**config.mk**
```make
export PLATFORM = sky130hd
export DESIGN_NAME = module_gpio_line_assignment
export DESIGN_NICKNAME = d
export VERILOG_FILES = /design/src/gpio_assign_pkg.sv /design/src/module_gpio_line_assignment.sv
export VERILOG_INCLUDE_DIRS = /design/src
export SDC_FILE = /design/constraint.sdc
export NUM_CORES = 1
export LEC_CHECK = 0
export BUFFER_PORTS_ARGS = -buffer_cell sky130_fd_sc_hd__buf_4
export CORE_AREA = 2 2 139 141
export CTS_CLUSTER_DIAMETER = 80
export CTS_CLUSTER_SIZE = 24
export DETAILED_ROUTE_END_ITERATION = 10
export DIE_AREA = 0 0 141 143
export PLACE_DENSITY = 0.63
export SYNTH_ARGS = -nofsm -noshare
export SYNTH_HDL_FRONTEND = slang
export SYNTH_SLANG_ARGS = --single-unit
```
**constraint.sdc**
```tcl
create_clock -name sys_clk -period 3 [get_ports sys_clk]
set_input_delay 0 -clock sys_clk [delete_from_list [all_inputs] [get_ports sys_clk]]
set_output_delay 0 -clock sys_clk [all_outputs]
set_load 0.05 [all_outputs]
```
**src/gpio_assign_regs.svh**
```systemverilog
// Register offsets, field positions and reset values of the GPIO line assignment block
`ifndef GPIO_ASSIGN_REGS_SVH
`define GPIO_ASSIGN_REGS_SVH
`define MAIN_DIR_ADDR    8'h00
`define MAIN_OUT_ADDR    8'h04
`define MAIN_IN_ADDR     8'h08
`define SUS_DIR_ADDR     8'h0c
`define SUS_OUT_ADDR     8'h10
`define SUS_IN_ADDR      8'h14
`define CHIP_DIR_ADDR    8'h18
`define CHIP_OUT_ADDR    8'h1c
`define CHIP_IN_ADDR     8'h20
`define STANDBY_ADDR     8'h24
`define IRQ_STAT_ADDR    8'h28
`define IRQ_CLR_ADDR     8'h2c
`define IRQ_EN_ADDR      8'h30
`define MAIN_DIR_RST     5'h00
`define MAIN_DIR_MASK    5'h10
`define SUS_DIR_RST      9'h000
`define SUS_DIR_MASK     9'h09f
`define SUS_OUT_RST      9'h000
`define CHIP_DIR_RST     12'h000
`define CHIP_DIR_MASK    12'h1ff
`define MAIN_WDOG_BIT    4
`define MAIN_SER_BIT     3
`define MAIN_USB_BIT     1
`define CHIP_BATLOW_BIT  9
`define CHIP_SEL_BIT     8
`define IRQ_WDOG_BIT     0
`define IRQ_USB_BIT      1
`define IRQ_BATLOW_BIT   2
`define IRQ_CONN_BIT     3
`define IRQ_WIDTH        4
`define IRQ_RST          4'h0
`endif

```
**src/gpio_assign_pkg.sv**
```systemverilog
// Types shared by the GPIO line assignment block
package gpio_assign_pkg;
    typedef enum logic [0:0] {BUS_IDLE, BUS_ACK} bus_state_t;
endpackage

```
**src/module_gpio_line_assignment.sv**
```systemverilog
// GPIO line assignment: main, suspend and chipset ports behind a Wishbone slave
`timescale 1ns/1ps
`default_nettype none
`include "gpio_assign_regs.svh"
module module_gpio_line_assignment #(
    parameter int MAIN_LINES = 5,
    parameter int SUS_LINES  = 9,
    parameter int CHIP_LINES = 12
) (
    input  wire logic                  sys_clk,
    input  wire logic                  reset,
    input  wire logic                  wb_cyc_i,
    input  wire logic                  wb_stb_i,
    input  wire logic                  wb_we_i,
    input  wire logic [7:0]            wb_adr_i,
    input  wire logic [3:0]            wb_sel_i,
    input  wire logic [31:0]           wb_dat_i,
    output logic      [31:0]           wb_dat_o,
    output logic                       wb_ack_o,
    input  wire logic                  s3Standby,
    input  wire logic [MAIN_LINES-1:0] mainIn,
    output logic      [MAIN_LINES-1:0] mainOut,
    output logic      [MAIN_LINES-1:0] mainOe,
    input  wire logic [SUS_LINES-1:0]  suspendIn,
    output logic      [SUS_LINES-1:0]  suspendOut,
    output logic      [SUS_LINES-1:0]  suspendOe,
    input  wire logic [CHIP_LINES-1:0] chipIn,
    output logic      [CHIP_LINES-1:0] chipOut,
    output logic      [CHIP_LINES-1:0] chipOe,
    output logic                       sdioSelected,
    output logic                       irq
);
    localparam int ALL = MAIN_LINES + SUS_LINES + CHIP_LINES + 1;

    // Three-stage synchronisers on every pin input and the standby level
    logic [ALL-1:0] syncA_ff, syncB_ff, syncC_ff, stable_ff;
    logic [ALL-1:0] nxt_stable;
    logic [MAIN_LINES-1:0] mainSync;
    logic [SUS_LINES-1:0]  susSync;
    logic [CHIP_LINES-1:0] chipSync;
    logic                  s3Sync;

    // Clearing the chain in reset means a high pin shows up as a late rise,
    // so software should treat events seen just after reset with care
    always_comb begin
        // A change counts only once the second and third stages agree
        nxt_stable = (syncB_ff & ~(syncB_ff ^ syncC_ff)) | (stable_ff & (syncB_ff ^ syncC_ff));
    end

    always_ff @(posedge sys_clk) begin
        if (reset) begin
            syncA_ff  <= '0;
            syncB_ff  <= '0;
            syncC_ff  <= '0;
            stable_ff <= '0;
        end else begin
            syncA_ff  <= {s3Standby, chipIn, suspendIn, mainIn};
            syncB_ff  <= syncA_ff;
            syncC_ff  <= syncB_ff;
            stable_ff <= nxt_stable;
        end
    end

    assign mainSync = stable_ff[MAIN_LINES-1:0];
    assign susSync  = stable_ff[MAIN_LINES +: SUS_LINES];
    assign chipSync = stable_ff[MAIN_LINES+SUS_LINES +: CHIP_LINES];
    assign s3Sync   = stable_ff[ALL-1];

    // Software state
    logic [MAIN_LINES-1:0] mainDir_ff, mainOutReg_ff, nxt_mainDir, nxt_mainOutReg;
    logic [SUS_LINES-1:0]  susDir_ff, susOutReg_ff, nxt_susDir, nxt_susOutReg;
    logic [CHIP_LINES-1:0] chipDir_ff, chipOutReg_ff, nxt_chipDir, nxt_chipOutReg;
    logic [`IRQ_WIDTH-1:0] irqStat_ff, irqEn_ff, nxt_irqStat, nxt_irqEn;
    logic [MAIN_LINES-1:0] mainPrev_ff;
    logic [CHIP_LINES-1:0] chipPrev_ff;
    logic                  usbPrev_ff;
    logic [31:0]           rdData, nxt_datO;
    logic [`IRQ_WIDTH-1:0] events;
    logic                  wrStrobe, rdStrobe, nxt_ack;
    gpio_assign_pkg::bus_state_t busState_ff, nxt_busState;


    // Event detectors compare the settled level with last cycle's settled level
    always_comb begin
        events = '0;
        events[`IRQ_WDOG_BIT]   = mainSync[`MAIN_WDOG_BIT] & ~mainPrev_ff[`MAIN_WDOG_BIT];
        events[`IRQ_USB_BIT]    = mainSync[`MAIN_USB_BIT] ^ usbPrev_ff;
        events[`IRQ_BATLOW_BIT] = ~chipSync[`CHIP_BATLOW_BIT] & chipPrev_ff[`CHIP_BATLOW_BIT];
        // Any connector line change raises one shared event
        events[`IRQ_CONN_BIT]   = |(chipSync[7:0] ^ chipPrev_ff[7:0]);
    end

    always_comb begin
        // Single-cycle ack; the idle state after each ack forces ack low for a cycle
        wrStrobe = 1'b0;
        rdStrobe = 1'b0;
        nxt_busState = gpio_assign_pkg::BUS_IDLE;
        if (busState_ff == gpio_assign_pkg::BUS_IDLE && wb_cyc_i && wb_stb_i) begin
            wrStrobe = wb_we_i;
            rdStrobe = ~wb_we_i;
            nxt_busState = gpio_assign_pkg::BUS_ACK;
        end
        nxt_ack = (nxt_busState == gpio_assign_pkg::BUS_ACK);
    end

    always_comb begin
        rdData = 32'h0;
        if (wb_adr_i == `MAIN_DIR_ADDR) begin
            rdData[MAIN_LINES-1:0] = mainDir_ff;
        end else if (wb_adr_i == `MAIN_OUT_ADDR) begin
            rdData[MAIN_LINES-1:0] = mainOutReg_ff;
        end else if (wb_adr_i == `MAIN_IN_ADDR) begin
            rdData[MAIN_LINES-1:0] = mainSync;
        end else if (wb_adr_i == `SUS_DIR_ADDR) begin
            rdData[SUS_LINES-1:0] = susDir_ff;
        end else if (wb_adr_i == `SUS_OUT_ADDR) begin
            rdData[SUS_LINES-1:0] = susOutReg_ff;
        end else if (wb_adr_i == `SUS_IN_ADDR) begin
            rdData[SUS_LINES-1:0] = susSync;
        end else if (wb_adr_i == `CHIP_DIR_ADDR) begin
            rdData[CHIP_LINES-1:0] = chipDir_ff;
        end else if (wb_adr_i == `CHIP_OUT_ADDR) begin
            rdData[CHIP_LINES-1:0] = chipOutReg_ff;
        end else if (wb_adr_i == `CHIP_IN_ADDR) begin
            rdData[CHIP_LINES-1:0] = chipSync;
        end else if (wb_adr_i == `STANDBY_ADDR) begin
            rdData[0] = s3Sync;
        end else if (wb_adr_i == `IRQ_STAT_ADDR) begin
            rdData[`IRQ_WIDTH-1:0] = irqStat_ff;
        end else if (wb_adr_i == `IRQ_EN_ADDR) begin
            rdData[`IRQ_WIDTH-1:0] = irqEn_ff;
        end else if (wb_adr_i == `IRQ_CLR_ADDR) begin
            // Write-only: reads return zero
            rdData = 32'h0;
        end else begin
            rdData = 32'h0;
        end
        nxt_datO = rdStrobe ? rdData : 32'h0;
    end

    // Byte-lane merge helper for registers of at most 16 bits
    function automatic logic [15:0] laneMerge(input logic [15:0] old, input logic [15:0] val,
                                             input logic [1:0] sel);
        logic [15:0] r;
        r = old;
        if (sel[0]) r[7:0] = val[7:0];
        if (sel[1]) r[15:8] = val[15:8];
        return r;
    endfunction

    always_comb begin
        logic [15:0] m;
        m = 16'h0;
        nxt_mainDir    = mainDir_ff;
        nxt_mainOutReg = mainOutReg_ff;
        nxt_susDir     = susDir_ff;
        nxt_susOutReg  = susOutReg_ff;
        nxt_chipDir    = chipDir_ff;
        nxt_chipOutReg = chipOutReg_ff;
        if (wrStrobe) begin
            if (wb_adr_i == `MAIN_DIR_ADDR) begin
                m = laneMerge(16'(mainDir_ff), wb_dat_i[15:0], wb_sel_i[1:0]);
                nxt_mainDir = m[MAIN_LINES-1:0] & `MAIN_DIR_MASK;
            end else if (wb_adr_i == `MAIN_OUT_ADDR) begin
                m = laneMerge(16'(mainOutReg_ff), wb_dat_i[15:0], wb_sel_i[1:0]);
                nxt_mainOutReg = m[MAIN_LINES-1:0];
            end else if (wb_adr_i == `SUS_DIR_ADDR) begin
                m = laneMerge(16'(susDir_ff), wb_dat_i[15:0], wb_sel_i[1:0]);
                nxt_susDir = m[SUS_LINES-1:0] & `SUS_DIR_MASK;
            end else if (wb_adr_i == `SUS_OUT_ADDR) begin
                m = laneMerge(16'(susOutReg_ff), wb_dat_i[15:0], wb_sel_i[1:0]);
                nxt_susOutReg = m[SUS_LINES-1:0];
            end else if (wb_adr_i == `CHIP_DIR_ADDR) begin
                m = laneMerge(16'(chipDir_ff), wb_dat_i[15:0], wb_sel_i[1:0]);
                nxt_chipDir = m[CHIP_LINES-1:0] & `CHIP_DIR_MASK;
            end else if (wb_adr_i == `CHIP_OUT_ADDR) begin
                m = laneMerge(16'(chipOutReg_ff), wb_dat_i[15:0], wb_sel_i[1:0]);
                nxt_chipOutReg = m[CHIP_LINES-1:0];
            end
        end
    end

    // Interrupt status and enable; both need byte lane 0
    always_comb begin
        nxt_irqEn   = irqEn_ff;
        nxt_irqStat = irqStat_ff;
        if (wrStrobe && wb_sel_i[0]) begin
            if (wb_adr_i == `IRQ_EN_ADDR) begin
                nxt_irqEn = wb_dat_i[`IRQ_WIDTH-1:0];
            end else if (wb_adr_i == `IRQ_CLR_ADDR) begin
                nxt_irqStat = irqStat_ff & ~wb_dat_i[`IRQ_WIDTH-1:0];
            end
        end
        // A new event wins over a clear in the same cycle
        nxt_irqStat = nxt_irqStat | events;
    end

    // Pin drive; main outputs float in S3, suspend outputs keep driving
    logic [MAIN_LINES-1:0] nxt_mainOe;
    logic [SUS_LINES-1:0]  nxt_susOe;
    logic [CHIP_LINES-1:0] nxt_chipOe;
    logic                  nxt_sdio;
    logic                  nxt_irq;

    always_comb begin
        // Masked again so a spare line can never drive, whatever the register holds
        nxt_mainOe = s3Sync ? '0 : (mainDir_ff & `MAIN_DIR_MASK);
        nxt_susOe  = susDir_ff & `SUS_DIR_MASK;
        nxt_chipOe = chipDir_ff & `CHIP_DIR_MASK;
        // Function select follows the line level, driven or pulled by the carrier
        nxt_sdio   = chipSync[`CHIP_SEL_BIT];
        nxt_irq    = |(nxt_irqStat & nxt_irqEn);
    end

    // Bus handshake
    always_ff @(posedge sys_clk) begin
        if (reset) begin
            busState_ff <= gpio_assign_pkg::BUS_IDLE;
            wb_ack_o    <= 1'b0;
            wb_dat_o    <= 32'h0;
        end else begin
            busState_ff <= nxt_busState;
            wb_ack_o    <= nxt_ack;
            wb_dat_o    <= nxt_datO;
        end
    end

    // Software registers
    always_ff @(posedge sys_clk) begin
        if (reset) begin
            mainDir_ff    <= `MAIN_DIR_RST;
            mainOutReg_ff <= '0;
            susDir_ff     <= `SUS_DIR_RST;
            susOutReg_ff  <= `SUS_OUT_RST;
            chipDir_ff    <= `CHIP_DIR_RST;
            chipOutReg_ff <= '0;
            irqStat_ff    <= `IRQ_RST;
            irqEn_ff      <= `IRQ_RST;
        end else begin
            mainDir_ff    <= nxt_mainDir;
            mainOutReg_ff <= nxt_mainOutReg;
            susDir_ff     <= nxt_susDir;
            susOutReg_ff  <= nxt_susOutReg;
            chipDir_ff    <= nxt_chipDir;
            chipOutReg_ff <= nxt_chipOutReg;
            irqStat_ff    <= nxt_irqStat;
            irqEn_ff      <= nxt_irqEn;
        end
    end

    // Edge history; cleared like the synchroniser, so a pin that is high at reset shows a false edge
    always_ff @(posedge sys_clk) begin
        if (reset) begin
            mainPrev_ff <= '0;
            chipPrev_ff <= '0;
            usbPrev_ff  <= 1'b0;
        end else begin
            mainPrev_ff <= mainSync;
            chipPrev_ff <= chipSync;
            usbPrev_ff  <= mainSync[`MAIN_USB_BIT];
        end
    end

    // Registered pin drive, function select and interrupt
    always_ff @(posedge sys_clk) begin
        if (reset) begin
            mainOut      <= '0;
            mainOe       <= '0;
            suspendOut   <= '0;
            suspendOe    <= '0;
            chipOut      <= '0;
            chipOe       <= '0;
            sdioSelected <= 1'b0;
            irq          <= 1'b0;
        end else begin
            mainOut      <= nxt_mainOutReg;
            mainOe       <= nxt_mainOe;
            suspendOut   <= nxt_susOutReg;
            suspendOe    <= nxt_susOe;
            chipOut      <= nxt_chipOutReg;
            chipOe       <= nxt_chipOe;
            sdioSelected <= nxt_sdio;
            irq          <= nxt_irq;
        end
    end
endmodule // module_gpio_line_assignment
`default_nettype wire

```
==> metrics.md <==
| Metric | Value |
|---|---|
| Die width | `141 um` |
| Final setup violation count | `0` |
| Top_reg_cell synth | `dfxtp_1` |
| FF-to-FF Start | `busState_ff` |
| Synth cell types | `57` |
| Cell count along the critical path | `5` |
| WS Path Type | `reg2reg` |
| Vias in the first global route | `5229` |
| Nets | `996` |
| Final Hold Viols | `0` |
| Syn Inst Count | `775` |
| Detail Placement HPWL | `12600 um` |
| First-pass GRT wire length | `28400 um` |
| Worst path max stage delay | `620 ps` |
| Row count | `50` |
| Status | `finished clean` |
| Crit path to | `chipDir_ff[3]` |
| Root Driver | `clkbuf_16` |
| Clk pwr share | `43.1%` |
| Post-CTS setup buffers | `0` |
| Die area | `20200 sq um` |
| Critical Path End Type | `flip-flop` |
| Ys async rst share | `0%` |
| Hold slack | `31.5 ps` |
| Critical path origin | `busState_ff` |
| Fin crit period | `2240 ps` |
| Number of synthesized flops with an enable pin | `0` |
| Largest net degree at the start of global routing | `69` |
| Peak supply drop | `0.366 mV` |
| Initial DRC Count | `384` |
| P_sw | `0.00132 W` |
| Crit-path slowest cell | `nor3_4` |
| Syn-to-layout area delta | `27.2%` |
| Total power per unit cell area | `579 nW/um^2` |
| Top delay family on crit path | `simple AND/OR/NAND/NOR gates` |
| Reg2reg path depth | `5` |
| Routed vias/inst | `4.89` |
| CTS tree | `built` |
| Die height | `143 um` |
| Total GRT Usage | `18.2%` |
| Critical path arrival | `2530 ps` |
| Max Slew Vio Count | `0` |
| Setup TNS | `0 ps` |
| Comb pwr share | `6.8%` |
| Cts bufs inserted | `17` |
| RR Endpoint | `chipDir_ff[3]` |
| Total iterations of the first detailed-routing run | `5` |
| Unrepaired setup endpoints after global routing | `no` |
| Warnings, synthesis | `0` |
| Final Util | `50.4%` |
| Final RePlAce weighted congestion | `0.928` |
| Leak Pwr | `3.62 nW` |
| Share of cells above drive strength 1 | `16.9%` |
| Worst-skew pair later-pin latency | `430 ps` |
| Place WS | `789 ps` |
| Max_cap viols | `0` |
| Fmax | `447 MHz` |
| Critical path launch point type | `flip-flop` |
| Clock transition at the registers of the reported paths | `70 ps` |
| Core Region | `18600 sq um` |
| WP data required | `3300 ps` |
| WP buf/inv | `0` |
| Starting Density | `39.6%` |
| CP max FO | `13` |
| Port bufs | `110` |
| Drt drc | `0` |
| Initial antenna violation count | `0` |
| R2R setup slack | `760 ps` |
| CTS H-Tree Depth | `4` |
| Clk sinks | `200` |
| Vias | `5707` |
| Drt wl/cell | `15.7 um` |
| Net Sw Frac | `24.3%` |
| Number of synthesized register bits | `200` |
| Antenna Diode Count | `0` |
| Worst Skew | `11.8 ps` |
| Register area share after synthesis | `54.4%` |
| Overall Power | `0.00542 W` |
| Drt total wl | `18300 um` |
| Slew HR | `50.7%` |
| Post-route ant nets | `0` |
| GRT Residual Overflow | `0` |
| Worst-Margin Slew | `729 ps` |
| Period utilisation layout | `74.6%` |
| Internal | `0.00410 W` |
| Hold WC Path Type | `in2reg` |
| Netlist area before placement | `7370 sq um` |
| Crit-path cells | `and4b_1, nand2_1, nor3_4, mux2i_1, nor2_1` |
| I/O pins | `163` |
| Clock tree buffer depth | `2` |
| Worst Slack Setup Final | `763 ps` |
| Mapped Avg Cell Area | `9.50 sq um` |
| Flop pwr share | `50.1%` |
-- worst reg2reg max path, stage by stage (launching register included) --
cell and delay [ps]:
dfxtp_1 330, and4b_1 430, nand2_1 430, nor3_4 620
mux2i_1 250, nor2_1 50
-- placed cells by master, fill, tap and decap left out, types with 6 or more instances in the layout --
master	n
dlygate4sd3_1	48
conb_1	30
nand4_1	6
buf_4	118
mux2i_1	35
nor2_1	57
nand3_1	15
a221oi_1	6
xnor2_1	9
o21ai_0	47
dfxtp_1	200
inv_1	7
clkbuf_16	17
a21oi_1	71
nand2_1	70
nor2b_1	114
-- worst min path at each step --
stage	from	cells past startpoint	to
after floorplan	mainIn[0]	1	syncA_ff[0]
after global routing	wb_adr_i[0]	4	wb_dat_o[4]
after global placement	chipIn[11]	2	syncA_ff[25]
after CTS	wb_adr_i[0]	4	wb_dat_o[4]
after detailed placement	chipIn[8]	2	syncA_ff[22]
final	wb_adr_i[0]	4	wb_dat_o[4]
-- logic make-up after synthesis --
family	after synthesis	synth area share, %
AOI/OAI and AO/OA	158	12.5
DFF	200	54.4
buffers and inverters	77	5.57
xor gates and xnor gates	9	1.07
muxes	35	4.76
and+or+nand+nor	295	21.7
other	1	0.0509
-- synth_stat cells (all sizes together), types with 2 or more instances --
library cell | n | share of area [%]
nand3b | 3 | 0.31
nor4 | 3 | 0.66
nand3 | 15 | 1.0
nor3 | 7 | 0.70
nand4 | 6 | 0.51
buf | 39 | 3.6
and3b | 2 | 0.24
o22a | 2 | 0.24
nand2b | 3 | 0.25
or4 | 3 | 0.31
nor2b | 114 | 9.7
inv | 7 | 0.36
and2 | 2 | 0.17
xnor2 | 9 | 1.1
o31ai | 2 | 0.20
a21o | 2 | 0.20
nand2 | 70 | 3.6
mux2i | 35 | 4.8
o211ai | 3 | 0.31
a21oi | 72 | 4.9
o221ai | 2 | 0.24
o22ai | 3 | 0.25
nor4b | 2 | 0.44
nor2 | 57 | 2.9
a2bb2oi | 2 | 0.24
a32oi | 3 | 0.36
a211oi | 4 | 0.41
a221oi | 6 | 0.71
clkbuf | 31 | 1.6
dfxtp | 200 | 54
o21ai | 47 | 3.2
-- metal layers --
metal	vias to the layer above	wire length (um)	share of wire, %	global-route usage (%)
met5	-	0	0	0
met4	0	330	1.8	6.95
met3	18	809	4.4	3.09
met2	165	8650	47	30.1
met1	2655	8480	46	24.0
li1	2869	-	-	-
-- area by class of cell --
cell class,instances,area [sq um]
Fill cell,1740,9210
Sequential cell,200,4000
Multi-Input combinational cell,527,3060
Timing Repair Buffer,167,1380
Clock buffer,17,425
Tap cell,234,293
Clock inverter,15,181
Inverter,7,26.3
-- stage by stage --
step	std cells	instance area, sq um
floorplan	804	7470
global placement	1087	8280
detailed placement	1087	8280
CTS	1167	9370
global route	1167	9370
finish	1167	9370
-- power by group through the flow --
stage | sequential [W] | clock, W | combinational, W
after CTS | 0.00272 | 0.00240 | 0.000366
after floorplan | 0.00278 | 0 | 0.000239
after global placement | 0.00278 | 0 | 0.000315
final | 0.00272 | 0.00234 | 0.000367
after detailed placement | 0.00278 | 0 | 0.000316
after global routing | 0.00272 | 0.00250 | 0.000394
-- what timing repair did --
| action | 4_1_cts | 5_1_grt |
|---|---|---|
| hold buffers | 48 | 0 |
| endpoints found under the hold margin | 90 | 0 |
| resized for setup | 0 | 0 |
(Power assumes the default switching activity.)
